==> src/xcr_pkg.sv <==
// Constants shared by the oscillator calibration register bank
package xcr_pkg;

  // ==========================================================================
  // Bus geometry
  localparam int ADDR_W = 12;
  localparam int DATA_W = 32;
  localparam int IDX_W  = 8;

  // ==========================================================================
  // Register indices; byte address is four times the index
  localparam logic [7:0] IDX_CAL_HIGH  = 8'h3D;
  localparam logic [7:0] IDX_HOLD_LOW  = 8'h3E;
  localparam logic [7:0] IDX_CAL_WORD  = 8'h38;
  localparam logic [7:0] IDX_CAL_OFS   = 8'h39;
  localparam logic [7:0] IDX_CAL_PPM   = 8'h3A;
  localparam logic [7:0] IDX_HOLD_WORD = 8'h3B;

  // ==========================================================================
  // Values after reset
  localparam logic [7:0]  RST_CAL_HIGH = 8'h99;
  localparam logic [7:0]  RST_HOLD_LOW = 8'h00;
  localparam logic [15:0] RST_WORD     = 16'h0000;
  localparam logic [16:0] RST_OFS      = 17'h00000;
  localparam logic [28:0] RST_PPM      = 29'h0000000;
  localparam logic [31:0] RST_RDATA    = 32'h00000000;

  // ==========================================================================
  // Calibration arithmetic
  // Word value that means zero offset from the 12.800 MHz nominal crystal
  localparam logic [15:0] CAL_NOMINAL     = 16'h9999;
  // 0.0196229 ppm per LSB in Q16, i.e. round(0.0196229 * 65536)
  localparam logic [11:0] PPM_PER_LSB_Q16 = 12'h506;
  localparam int          PPM_FRAC_BITS   = 16;
  localparam int          XO_NOMINAL_KHZ  = 12800;
  localparam int          PPM_RANGE_LOW   = -771;
  localparam int          PPM_RANGE_HIGH  = 514;

endpackage : xcr_pkg

==> src/xcr_reg_if.sv <==
// Write port and stored value of one byte register
`timescale 1ns/1ps
interface xcr_reg_if;
  logic       wr_en;
  logic [7:0] wr_data;
  logic [7:0] value;

  modport ctl
  (
    output wr_en,
    output wr_data,
    input  value
  );

  modport store
  (
    input  wr_en,
    input  wr_data,
    output value
  );
endinterface : xcr_reg_if

==> src/xcr_byte_reg.sv <==
// One read/write byte register with a reset value
`timescale 1ns/1ps
module xcr_byte_reg
#(
  parameter logic [7:0] RESET_VAL = 8'h00
)
(
  input wire logic clk,
  input wire logic rst,
  xcr_reg_if.store bus
);

  logic [7:0] value_reg;
  logic [7:0] value_next;

  assign value_next = bus.wr_en ? bus.wr_data : value_reg;

  always_ff @(posedge clk)
  begin
    if (rst)
      value_reg <= RESET_VAL;
    else
      value_reg <= value_next;
  end

  assign bus.value = value_reg;

endmodule : xcr_byte_reg

==> src/xcr_ppm_calc.sv <==
// Converts the unsigned calibration word into a signed offset
`timescale 1ns/1ps
module xcr_ppm_calc
(
  input  wire logic               clk,
  input  wire logic               rst,
  input  wire logic        [15:0] cal_word,
  output logic signed      [16:0] offset_lsb,
  output logic signed      [28:0] offset_ppm_q16
);

  logic signed [16:0] ofs_reg;
  logic signed [16:0] ofs_next;
  logic signed [28:0] ppm_reg;
  logic signed [28:0] ppm_next;
  logic signed [12:0] scale;

  // ==========================================================================
  // Offset arithmetic
  // word is unsigned
  assign ofs_next = $signed({1'b0, cal_word}) - $signed({1'b0, xcr_pkg::CAL_NOMINAL});
  assign scale    = $signed({1'b0, xcr_pkg::PPM_PER_LSB_Q16});
  // scale to ppm
  // Product fits 29 bits: 17-bit offset times 12-bit positive scale
  assign ppm_next = 29'(ofs_reg * scale);

  always_ff @(posedge clk)
  begin
    if (rst)
    begin
      ofs_reg <= xcr_pkg::RST_OFS;
      ppm_reg <= xcr_pkg::RST_PPM;
    end
    else
    begin
      ofs_reg <= ofs_next;
      ppm_reg <= ppm_next;
    end
  end

  assign offset_lsb     = ofs_reg;
  assign offset_ppm_q16 = ppm_reg;

endmodule : xcr_ppm_calc

==> src/xcr_regs.sv <==
// APB register bank for crystal calibration and manual holdover low byte
`timescale 1ns/1ps
module xcr_regs
(
  input  wire logic               clk,
  input  wire logic               rst,
  input  wire logic               psel,
  input  wire logic               penable,
  input  wire logic               pwrite,
  input  wire logic        [11:0] paddr,
  input  wire logic        [31:0] pwdata,
  input  wire logic        [3:0]  pstrb,
  output logic             [31:0] prdata,
  output logic                    pready,
  output logic                    pslverr,
  input  wire logic        [7:0]  cal_low_byte,
  input  wire logic        [7:0]  hold_high_byte,
  output logic             [15:0] cal_word,
  output logic signed      [16:0] cal_offset_lsb,
  output logic signed      [28:0] cal_offset_ppm_q16,
  output logic             [15:0] hold_word
);

  // ==========================================================================
  // Byte registers
  xcr_reg_if cal_high_if ();
  xcr_reg_if hold_low_if ();

  xcr_byte_reg
  #(
    .RESET_VAL (xcr_pkg::RST_CAL_HIGH)
  )
  u_cal_high
  (
    .clk (clk),
    .rst (rst),
    .bus (cal_high_if.store)
  );

  xcr_byte_reg
  #(
    .RESET_VAL (xcr_pkg::RST_HOLD_LOW)
  )
  u_hold_low
  (
    .clk (clk),
    .rst (rst),
    .bus (hold_low_if.store)
  );

  // ==========================================================================
  // Address decode
  logic [7:0] acc_index;
  logic       addr_aligned;
  logic       addr_in_page;
  logic       addr_ok;
  logic       hit_cal_high;
  logic       hit_hold_low;
  logic       hit_cal_word;
  logic       hit_cal_ofs;
  logic       hit_cal_ppm;
  logic       hit_hold_word;
  logic       hit_rw;
  logic       hit_ro;
  logic       hit_any;

  assign acc_index     = paddr[9:2];
  assign addr_aligned  = (paddr[1:0] == 2'h0);
  assign addr_in_page  = (paddr[11:10] == 2'h0);
  assign addr_ok       = addr_aligned && addr_in_page;
  assign hit_cal_high  = addr_ok && (acc_index == xcr_pkg::IDX_CAL_HIGH);
  assign hit_hold_low  = addr_ok && (acc_index == xcr_pkg::IDX_HOLD_LOW);
  assign hit_cal_word  = addr_ok && (acc_index == xcr_pkg::IDX_CAL_WORD);
  assign hit_cal_ofs   = addr_ok && (acc_index == xcr_pkg::IDX_CAL_OFS);
  assign hit_cal_ppm   = addr_ok && (acc_index == xcr_pkg::IDX_CAL_PPM);
  assign hit_hold_word = addr_ok && (acc_index == xcr_pkg::IDX_HOLD_WORD);
  assign hit_rw        = hit_cal_high || hit_hold_low;
  assign hit_ro        = hit_cal_word || hit_cal_ofs || hit_cal_ppm || hit_hold_word;
  assign hit_any       = hit_rw || hit_ro;

  // ==========================================================================
  // Transfer phases
  logic setup_phase;
  logic access_phase;
  logic bad_access;
  logic wr_commit;
  logic lane0_on;

  assign setup_phase  = psel && !penable;
  assign access_phase = psel && penable;
  // Writes to read-only status words are refused so software notices them
  assign bad_access   = !hit_any || (pwrite && hit_ro);
  assign lane0_on     = pstrb[0];
  // Only byte lane 0 carries register data; other lanes are ignored
  assign wr_commit    = access_phase && pwrite && !bad_access && lane0_on;

  // Zero wait states: every access phase completes at its first edge
  assign pready = access_phase;

  // ==========================================================================
  // Register write strobes
  // write upper calibration byte
  assign cal_high_if.wr_en   = wr_commit && hit_cal_high;
  assign cal_high_if.wr_data = pwdata[7:0];
  assign hold_low_if.wr_en   = wr_commit && hit_hold_low;
  assign hold_low_if.wr_data = pwdata[7:0];

  // ==========================================================================
  // Assembled words
  logic [15:0] cal_word_reg;
  logic [15:0] cal_word_next;
  logic [15:0] hold_word_reg;
  logic [15:0] hold_word_next;

  assign cal_word_next  = {cal_high_if.value, cal_low_byte};
  assign hold_word_next = {hold_high_byte, hold_low_if.value};

  always_ff @(posedge clk)
  begin
    if (rst)
    begin
      // reset word means zero offset, so no offset step follows release
      cal_word_reg  <= xcr_pkg::CAL_NOMINAL;
      hold_word_reg <= xcr_pkg::RST_WORD;
    end
    else
    begin
      cal_word_reg  <= cal_word_next;
      hold_word_reg <= hold_word_next;
    end
  end

  assign cal_word  = cal_word_reg;
  assign hold_word = hold_word_reg;

  // ==========================================================================
  // Offset conversion
  // full word span gives -771..+514 ppm
  // reset word 9999h gives zero offset
  xcr_ppm_calc u_ppm_calc
  (
    .clk            (clk),
    .rst            (rst),
    .cal_word       (cal_word_reg),
    .offset_lsb     (cal_offset_lsb),
    .offset_ppm_q16 (cal_offset_ppm_q16)
  );

  // ==========================================================================
  // Read data
  logic [31:0] rd_cal_high;
  logic [31:0] rd_hold_low;
  logic [31:0] rd_cal_word;
  logic [31:0] rd_cal_ofs;
  logic [31:0] rd_cal_ppm;
  logic [31:0] rd_hold_word;
  logic [31:0] rd_mux;
  logic [31:0] prdata_reg;
  logic [31:0] prdata_next;
  logic        pslverr_reg;
  logic        pslverr_next;

  assign rd_cal_high  = {24'h000000, cal_high_if.value};
  assign rd_hold_low  = {24'h000000, hold_low_if.value};
  assign rd_cal_word  = {16'h0000, cal_word_reg};
  // Signed status words are sign-extended so software reads them directly
  assign rd_cal_ofs   = {{15{cal_offset_lsb[16]}}, cal_offset_lsb};
  assign rd_cal_ppm   = {{3{cal_offset_ppm_q16[28]}}, cal_offset_ppm_q16};
  assign rd_hold_word = {16'h0000, hold_word_reg};

  assign rd_mux = hit_cal_high  ? rd_cal_high  :
                  hit_hold_low  ? rd_hold_low  :
                  hit_cal_word  ? rd_cal_word  :
                  hit_cal_ofs   ? rd_cal_ofs   :
                  hit_cal_ppm   ? rd_cal_ppm   :
                  hit_hold_word ? rd_hold_word :
                  xcr_pkg::RST_RDATA;

  // Captured in the setup cycle so prdata comes from a flop in the access cycle
  assign prdata_next  = (setup_phase && !pwrite) ? rd_mux :
                        access_phase ? prdata_reg : xcr_pkg::RST_RDATA;
  assign pslverr_next = setup_phase ? bad_access :
                        access_phase ? pslverr_reg : 1'b0;

  always_ff @(posedge clk)
  begin
    if (rst)
    begin
      prdata_reg  <= xcr_pkg::RST_RDATA;
      pslverr_reg <= 1'b0;
    end
    else
    begin
      prdata_reg  <= prdata_next;
      pslverr_reg <= pslverr_next;
    end
  end

  assign prdata  = prdata_reg;
  // Error is only shown while the transfer completes
  assign pslverr = pslverr_reg && access_phase;

endmodule : xcr_regs

==> config.mk <==
export PLATFORM = sky130hd
export DESIGN_NAME = xcr_regs
export DESIGN_NICKNAME = d
export VERILOG_FILES = /design/src/xcr_pkg.sv /design/src/xcr_reg_if.sv /design/src/xcr_byte_reg.sv /design/src/xcr_ppm_calc.sv /design/src/xcr_regs.sv
export SDC_FILE = /design/constraint.sdc
export NUM_CORES = 1
export LEC_CHECK = 0
export ABC_CLOCK_PERIOD_IN_PS = 4000
export BUFFER_PORTS_ARGS = -buffer_cell sky130_fd_sc_hd__buf_4
export CORE_MARGIN = 4
export CORE_UTILIZATION = 49
export DETAILED_ROUTE_END_ITERATION = 7
export GPL_TIMING_DRIVEN = 0
export PLACE_DENSITY = 0.82
export SLEW_MARGIN = 20
export SYNTH_ARGS = -nofsm -noshare
export SYNTH_HDL_FRONTEND = slang
export SYNTH_SLANG_ARGS = --single-unit
==> constraint.sdc <==
create_clock -name clk -period 4 [get_ports clk]
set_input_delay 0.4 -clock clk [delete_from_list [all_inputs] [get_ports clk]]
set_output_delay 0.4 -clock clk [all_outputs]
set_load 0.05 [all_outputs]
# [Word-level counts from Yosys, hierarchy flattened]
# Cells that the tools add are included.
[word_totals] wordCells=58 ff_bits=127
[op_classes] eq_ne=8 reduce_logical=29 mux=10 mul=1 n_addsub=1
[ops] operator="$mux 32" count=7
[ops] operator="$eq 8x6->1 const B" count=6
[ops] operator="$mul 17x11->28 const B" count=1
[ops] operator="$logic_and 1x1->1" count=17
[ops] operator="$sub 16x16->17 const B" count=1
[ops] operator="$mux 16" count=1
[ops] operator="$logic_or 1x1->1" count=6
[ops] operator="$logic_not 1->1" count=4
[ops] operator="$logic_not 2->1" count=2
[ops] operator="$mux 1" count=2
[ops] operator="$ne 2x1->1 const B" count=1
[ops] operator="$ne 2x2->1 const B" count=1

# [Longest topological paths before layout]
[depth] ltp_word=13 depth_mapped=14

# [By module]
# From an unflattened synthesis, not the netlist that was laid out.
[unflattened] hier_cells=845 hier_area_um2=7797.5
[modules_own_cells] mod="xcr_ppm_calc" cells_each=498 area_each_um2=4416.7 instances=1
[modules_own_cells] mod="xcr_regs" cells_each=295 area_each_um2=2797.7 instances=1
[modules_own_cells] mod="xcr_byte_reg at u_cal_high" cells_each=26 area_each_um2=297.8 instances=1
[modules_own_cells] mod="xcr_byte_reg at u_hold_low" cells_each=26 area_each_um2=285.3 instances=1

# [Worst setup path before layout]
# No wires, ideal clock.
[synth_path] kind="register to register" startpoint="register u_ppm_calc.ofs_reg[4] (netlist: u_ppm_calc.offset_lsb[4])" endpoint="register u_ppm_calc.ppm_reg[27] (netlist: u_ppm_calc.offset_ppm_q16[27])" slack_ps=-331 synth_period_minus_slack_ps=4331 stages_incl_launch_ff=14 required_ps=3877 t_arrival_ps=4208 setup_ps=123 cell_sequence="dfxtp_1 -> ha_1 -> ha_1 -> inv_1 -> fa_1 -> fa_1 -> inv_1 -> ha_1 -> a21oi_1 -> o21ai_1 -> or3_1 -> o221a_2 -> a221oi_2 -> mux2_1"
[synth_via] elab_chain_cells=1
[synth_lines] item="start: declaration" line="xcr_ppm_calc.sv:12" source="logic signed [16:0] ofs_reg;"
[synth_lines] item="start signal: assignment" line="xcr_ppm_calc.sv:31" source="ofs_reg <= xcr_pkg::RST_OFS;"
[synth_lines] item="start signal: assignment" line="xcr_ppm_calc.sv:36" source="ofs_reg <= ofs_next;"
[synth_lines] item="$mul 17x11->28" line="xcr_ppm_calc.sv:25" source="assign ppm_next = 29'(ofs_reg * scale);"
[synth_lines] item="end signal: assignment" line="xcr_ppm_calc.sv:32" source="ppm_reg <= xcr_pkg::RST_PPM;"
[synth_lines] item="end signal: assignment" line="xcr_ppm_calc.sv:37" source="ppm_reg <= ppm_next;"
[synth_lines] item="end: declaration" line="xcr_ppm_calc.sv:14" source="logic signed [28:0] ppm_reg;"
# Every way passes these cells.
# A chain may end at the register's enable or synchronous reset.

# [Final worst setup path]
[layout_path] startpoint="register u_ppm_calc.ofs_reg[8] (netlist: u_ppm_calc.offset_lsb[8])" endpoint="register u_ppm_calc.ppm_reg[27] (netlist: u_ppm_calc.offset_ppm_q16[27])"
# Same word-level chain as after synthesis.

==> impl_metrics.csv <==
group,metric,value,unit
sta,setup_viol,0,
placement,port-buffer-count,151,
sta,finalCritPeriodShare,97.75,%
floorplan,die_height,132.8,µm
global_route,grt-ovfl-total,0,
cts,clk-insertion-delay-late,0.41,ns
run_status,outcome,"finished, violations left",
global_route,grt_max_degree,17,
cells_and_area,n_antenna_cell,0,
power_and_ir_drop,powerDensity,463.1,nW/µm²
sta,period_minus_slack,3.910,ns
yosys,synth_cell_types,72,
sta,holdWs,0.1630,ns
cts,cts_hold_buf,0,
yosys,ys_ff_latch,123,
sta,setup_ws,0.09000,ns
cts,htreeDepth,4,
yosys,synth-edff-count,0,
setup_path,crit_fanout,6,
drt,num_vias,6949,
cells_and_area,syn_to_final_growth,29.98,%
drt,drc,4,
setup_path,slowest_stage,"fa_1",
power_and_ir_drop,cellLeakagePower,4.745,nW
yosys,ys_warn_count,0,
setup_path,required,4.30,ns
yosys,syn_area,7630,µm²
drt,first_pass_iters,8,
yosys,synthArstFlopShare,0,%
floorplan,die_area,17630,µm²
setup_path,crit_chain,"ha_1 -> ha_4 -> fa_1 -> inv_1 -> fa_1 -> inv_1 -> ha_4 -> a21o_1 -> or3_4 -> o221a_4 -> a221oi_4 -> mux2_4",
drt,avgViaCountPerCell,5.839,
cts,cts_tree,"built",
job,drv_cap,0,
setup_path,startpoint_type,"register",
cells_and_area,final_cells,1190,
cts,clock-sinks,123,
cells_and_area,drive_above_1_share,28.94,%
global_route,track_usage,25.58,%
yosys,synth_seq_area_share,32.27,%
global_route,antenna_found_initial,0,
sta,finClkSkew,0.006639,ns
cells_and_area,largest_reg_flops,29,
floorplan,num_io_pins,181,
floorplan,rows,45,
placement,place_hpwl,17.18,mm
yosys,synthFlopType,"dfxtp_1",
setup_path,cp_slowest_stage_delay,0.53,ns
setup_path,crit_arrival,4.21,ns
power_and_ir_drop,p_total,4.592,mW
drt,drt.antenna.violating_nets,0,
global_route,grt_pass1_vias,6976,
yosys,synth_nets,999,
cts,clock-root-buffer,"clkbuf_16",
cells_and_area,final_core_util,65.23,%
drt,first_iter_violations,589,
floorplan,start_util,50.19,%
yosys,netlist_instances,812,
sta,fmax,255.8,MHz
sta,report.final.slew_viol_count,0,
hold_path,min_path_type,"in2reg",
placement,place_ws,-0.2057,ns
setup_path,r2r_slack,0.09,ns
sta,relSlewSlack,50.86,%
cts,numCtsBuffers,17,
setup_path,r2r_cells,12,
cts,cts.path.max_buffers,2,
run_status,violations,"DRC",
power_and_ir_drop,peakVddDrop,0.0002960,V
floorplan,die-width,132.8,µm
yosys,synth.avg_cell_area,9.396,µm²
setup_path,critPathKind,"reg2reg",
cells_and_area,finalNetCount,1176,
hold_path,holdPathStages,2,
placement,dp.cells,1151,
drt,wl_per_cell,19.23,µm
floorplan,core_area,15200,µm²
cts,clk_pin_slew,0.06,ns
sta,worst_pin_slew,0.7371,ns
sta,hold_viol_final,0,
drt,wl,22.88,mm
placement,gp_congestion,0.9106,
setup_path,endpoint_kind,"register",
global_route,grt_pass1_wl,35.93,mm
synth_stat cells (all sizes together), types with 6 or more instances:
| cell type | count | area share, % |
|---|---|---|
| a211o | 6 | 0.69 |
| a21o | 19 | 1.9 |
| a21oi | 36 | 2.4 |
| a222oi | 6 | 0.79 |
| a22o | 12 | 1.4 |
| a22oi | 31 | 3.7 |
| and2 | 8 | 0.66 |
| buf | 21 | 1.7 |
| clkbuf | 21 | 1.0 |
| dfxtp | 123 | 32 |
| fa | 26 | 6.8 |
| ha | 92 | 15 |
| inv | 79 | 3.9 |
| mux2 | 7 | 1.0 |
| mux2i | 18 | 2.4 |
| nand2 | 24 | 1.2 |
| nand3 | 7 | 0.46 |
| nor2 | 78 | 3.8 |
| nor2b | 44 | 3.6 |
| nor3 | 19 | 1.4 |
| o21ai | 35 | 2.7 |
| or2 | 9 | 0.74 |
| xnor2 | 9 | 1.0 |
| xor2 | 13 | 1.5 |
layer usage:
metal  up-vias  share of wire [%]  wire, µm  global-route usage (%)
met5         -                  0         0                       0
met1      3313                 40      9137                   32.42
li1       3190                  -         -                       -
met4         0                4.3       987                   12.12
met2       374                 47     10740                   41.42
met3        72                8.8      2013                   5.703
kinds of logic (layout without fill, tap and decap cells):
kind of cell             Yosys count  in the layout  share of synthesized area (%)
buffers and inverters            121            311                          6.609
adder cells (fa/ha/maj)          118            118                          21.91
XOR/XNOR                          22             22                          2.525
other                              1              1                        0.04915
AND/OR/NAND/NOR                  214            214                          14.86
AO/OA/AOI/OAI                    188            188                          18.38
flip-flops                       123            123                          32.27
multiplexers                      25             25                          3.394
per-stage QoR:
| step | setup TNS, ns | area [µm²] |
|---|---|---|
| floorplan | 0 | 7664 |
| global placement | -0.3722 | 9032 |
| detailed placement | -0.7050 | 9032 |
| CTS | 0 | 9718 |
| global route | -0.03214 | 9917 |
| finish | 0 | 9917 |
final timing paths:
| kind | startpoint | end |
|---|---|---|
| min reg2reg | u_cal_high.bus.value[3] | cal_word[11] |
| min | cal_low_byte[3] | cal_word[3] |
| max reg2reg | u_ppm_calc.offset_lsb[8] | u_ppm_calc.offset_ppm_q16[27] |
| max | u_ppm_calc.offset_lsb[8] | u_ppm_calc.offset_ppm_q16[27] |
final cells by class:
type,instances,area [µm²]
Tap cell,188,235.2
Clock inverter,12,135.1
Clock buffer,20,466.7
Buffer,41,203.9
Inverter,79,296.5
Fill cell,1206,5285
Sequential cell,123,2502
Multi-Input combinational cell,568,4883
Timing Repair Buffer,159,1194
repair_timing:
| item | in CTS | in global routing |
|---|---|---|
| endpoints found under the setup margin | 7 | 8 |
| buffers inserted | 2 | 6 |
| pin swaps | 5 | 8 |
| gates cloned | 0 | 0 |
| resized for setup | 15 | 30 |
critical path: cells and delay by family, from the launching register on:
family	cells	cell delay, ns
adder cells (fa/ha/maj)	5	1.84
AO/OA/AOI/OAI	3	0.74
flip-flops	1	0.38
AND/OR/NAND/NOR	1	0.38
multiplexers	1	0.32
buffers and inverters	2	0.11
where the power goes:
part | internal [mW] | switching (mW)
clock | 0.972 | 0.577
sequential | 1.32 | 0.121
combinational | 0.612 | 0.987
cells in the final DEF, fill, tap and decap left out, types with 10 or more instances in the layout:
master / synthesis / layout
dfxtp_1: 123 / 109
buf_4: 7 / 166
nor2_1: 78 / 77
a21o_1: 19 / 19
o21ai_0: 18 / 15
o21ai_2: 9 / 10
nor3_1: 17 / 16
nand2_1: 24 / 24
inv_1: 79 / 77
clkbuf_16: 0 / 17
ha_1: 92 / 81
a21oi_1: 36 / 30
mux2i_1: 18 / 18
nor2b_1: 44 / 44
a22o_1: 12 / 12
a22oi_2: 10 / 10
xor2_1: 13 / 13
clkbuf_1: 21 / 20
a22oi_1: 21 / 21
fa_1: 26 / 26
No activity file was read; power rests on OpenSTA's default activity.
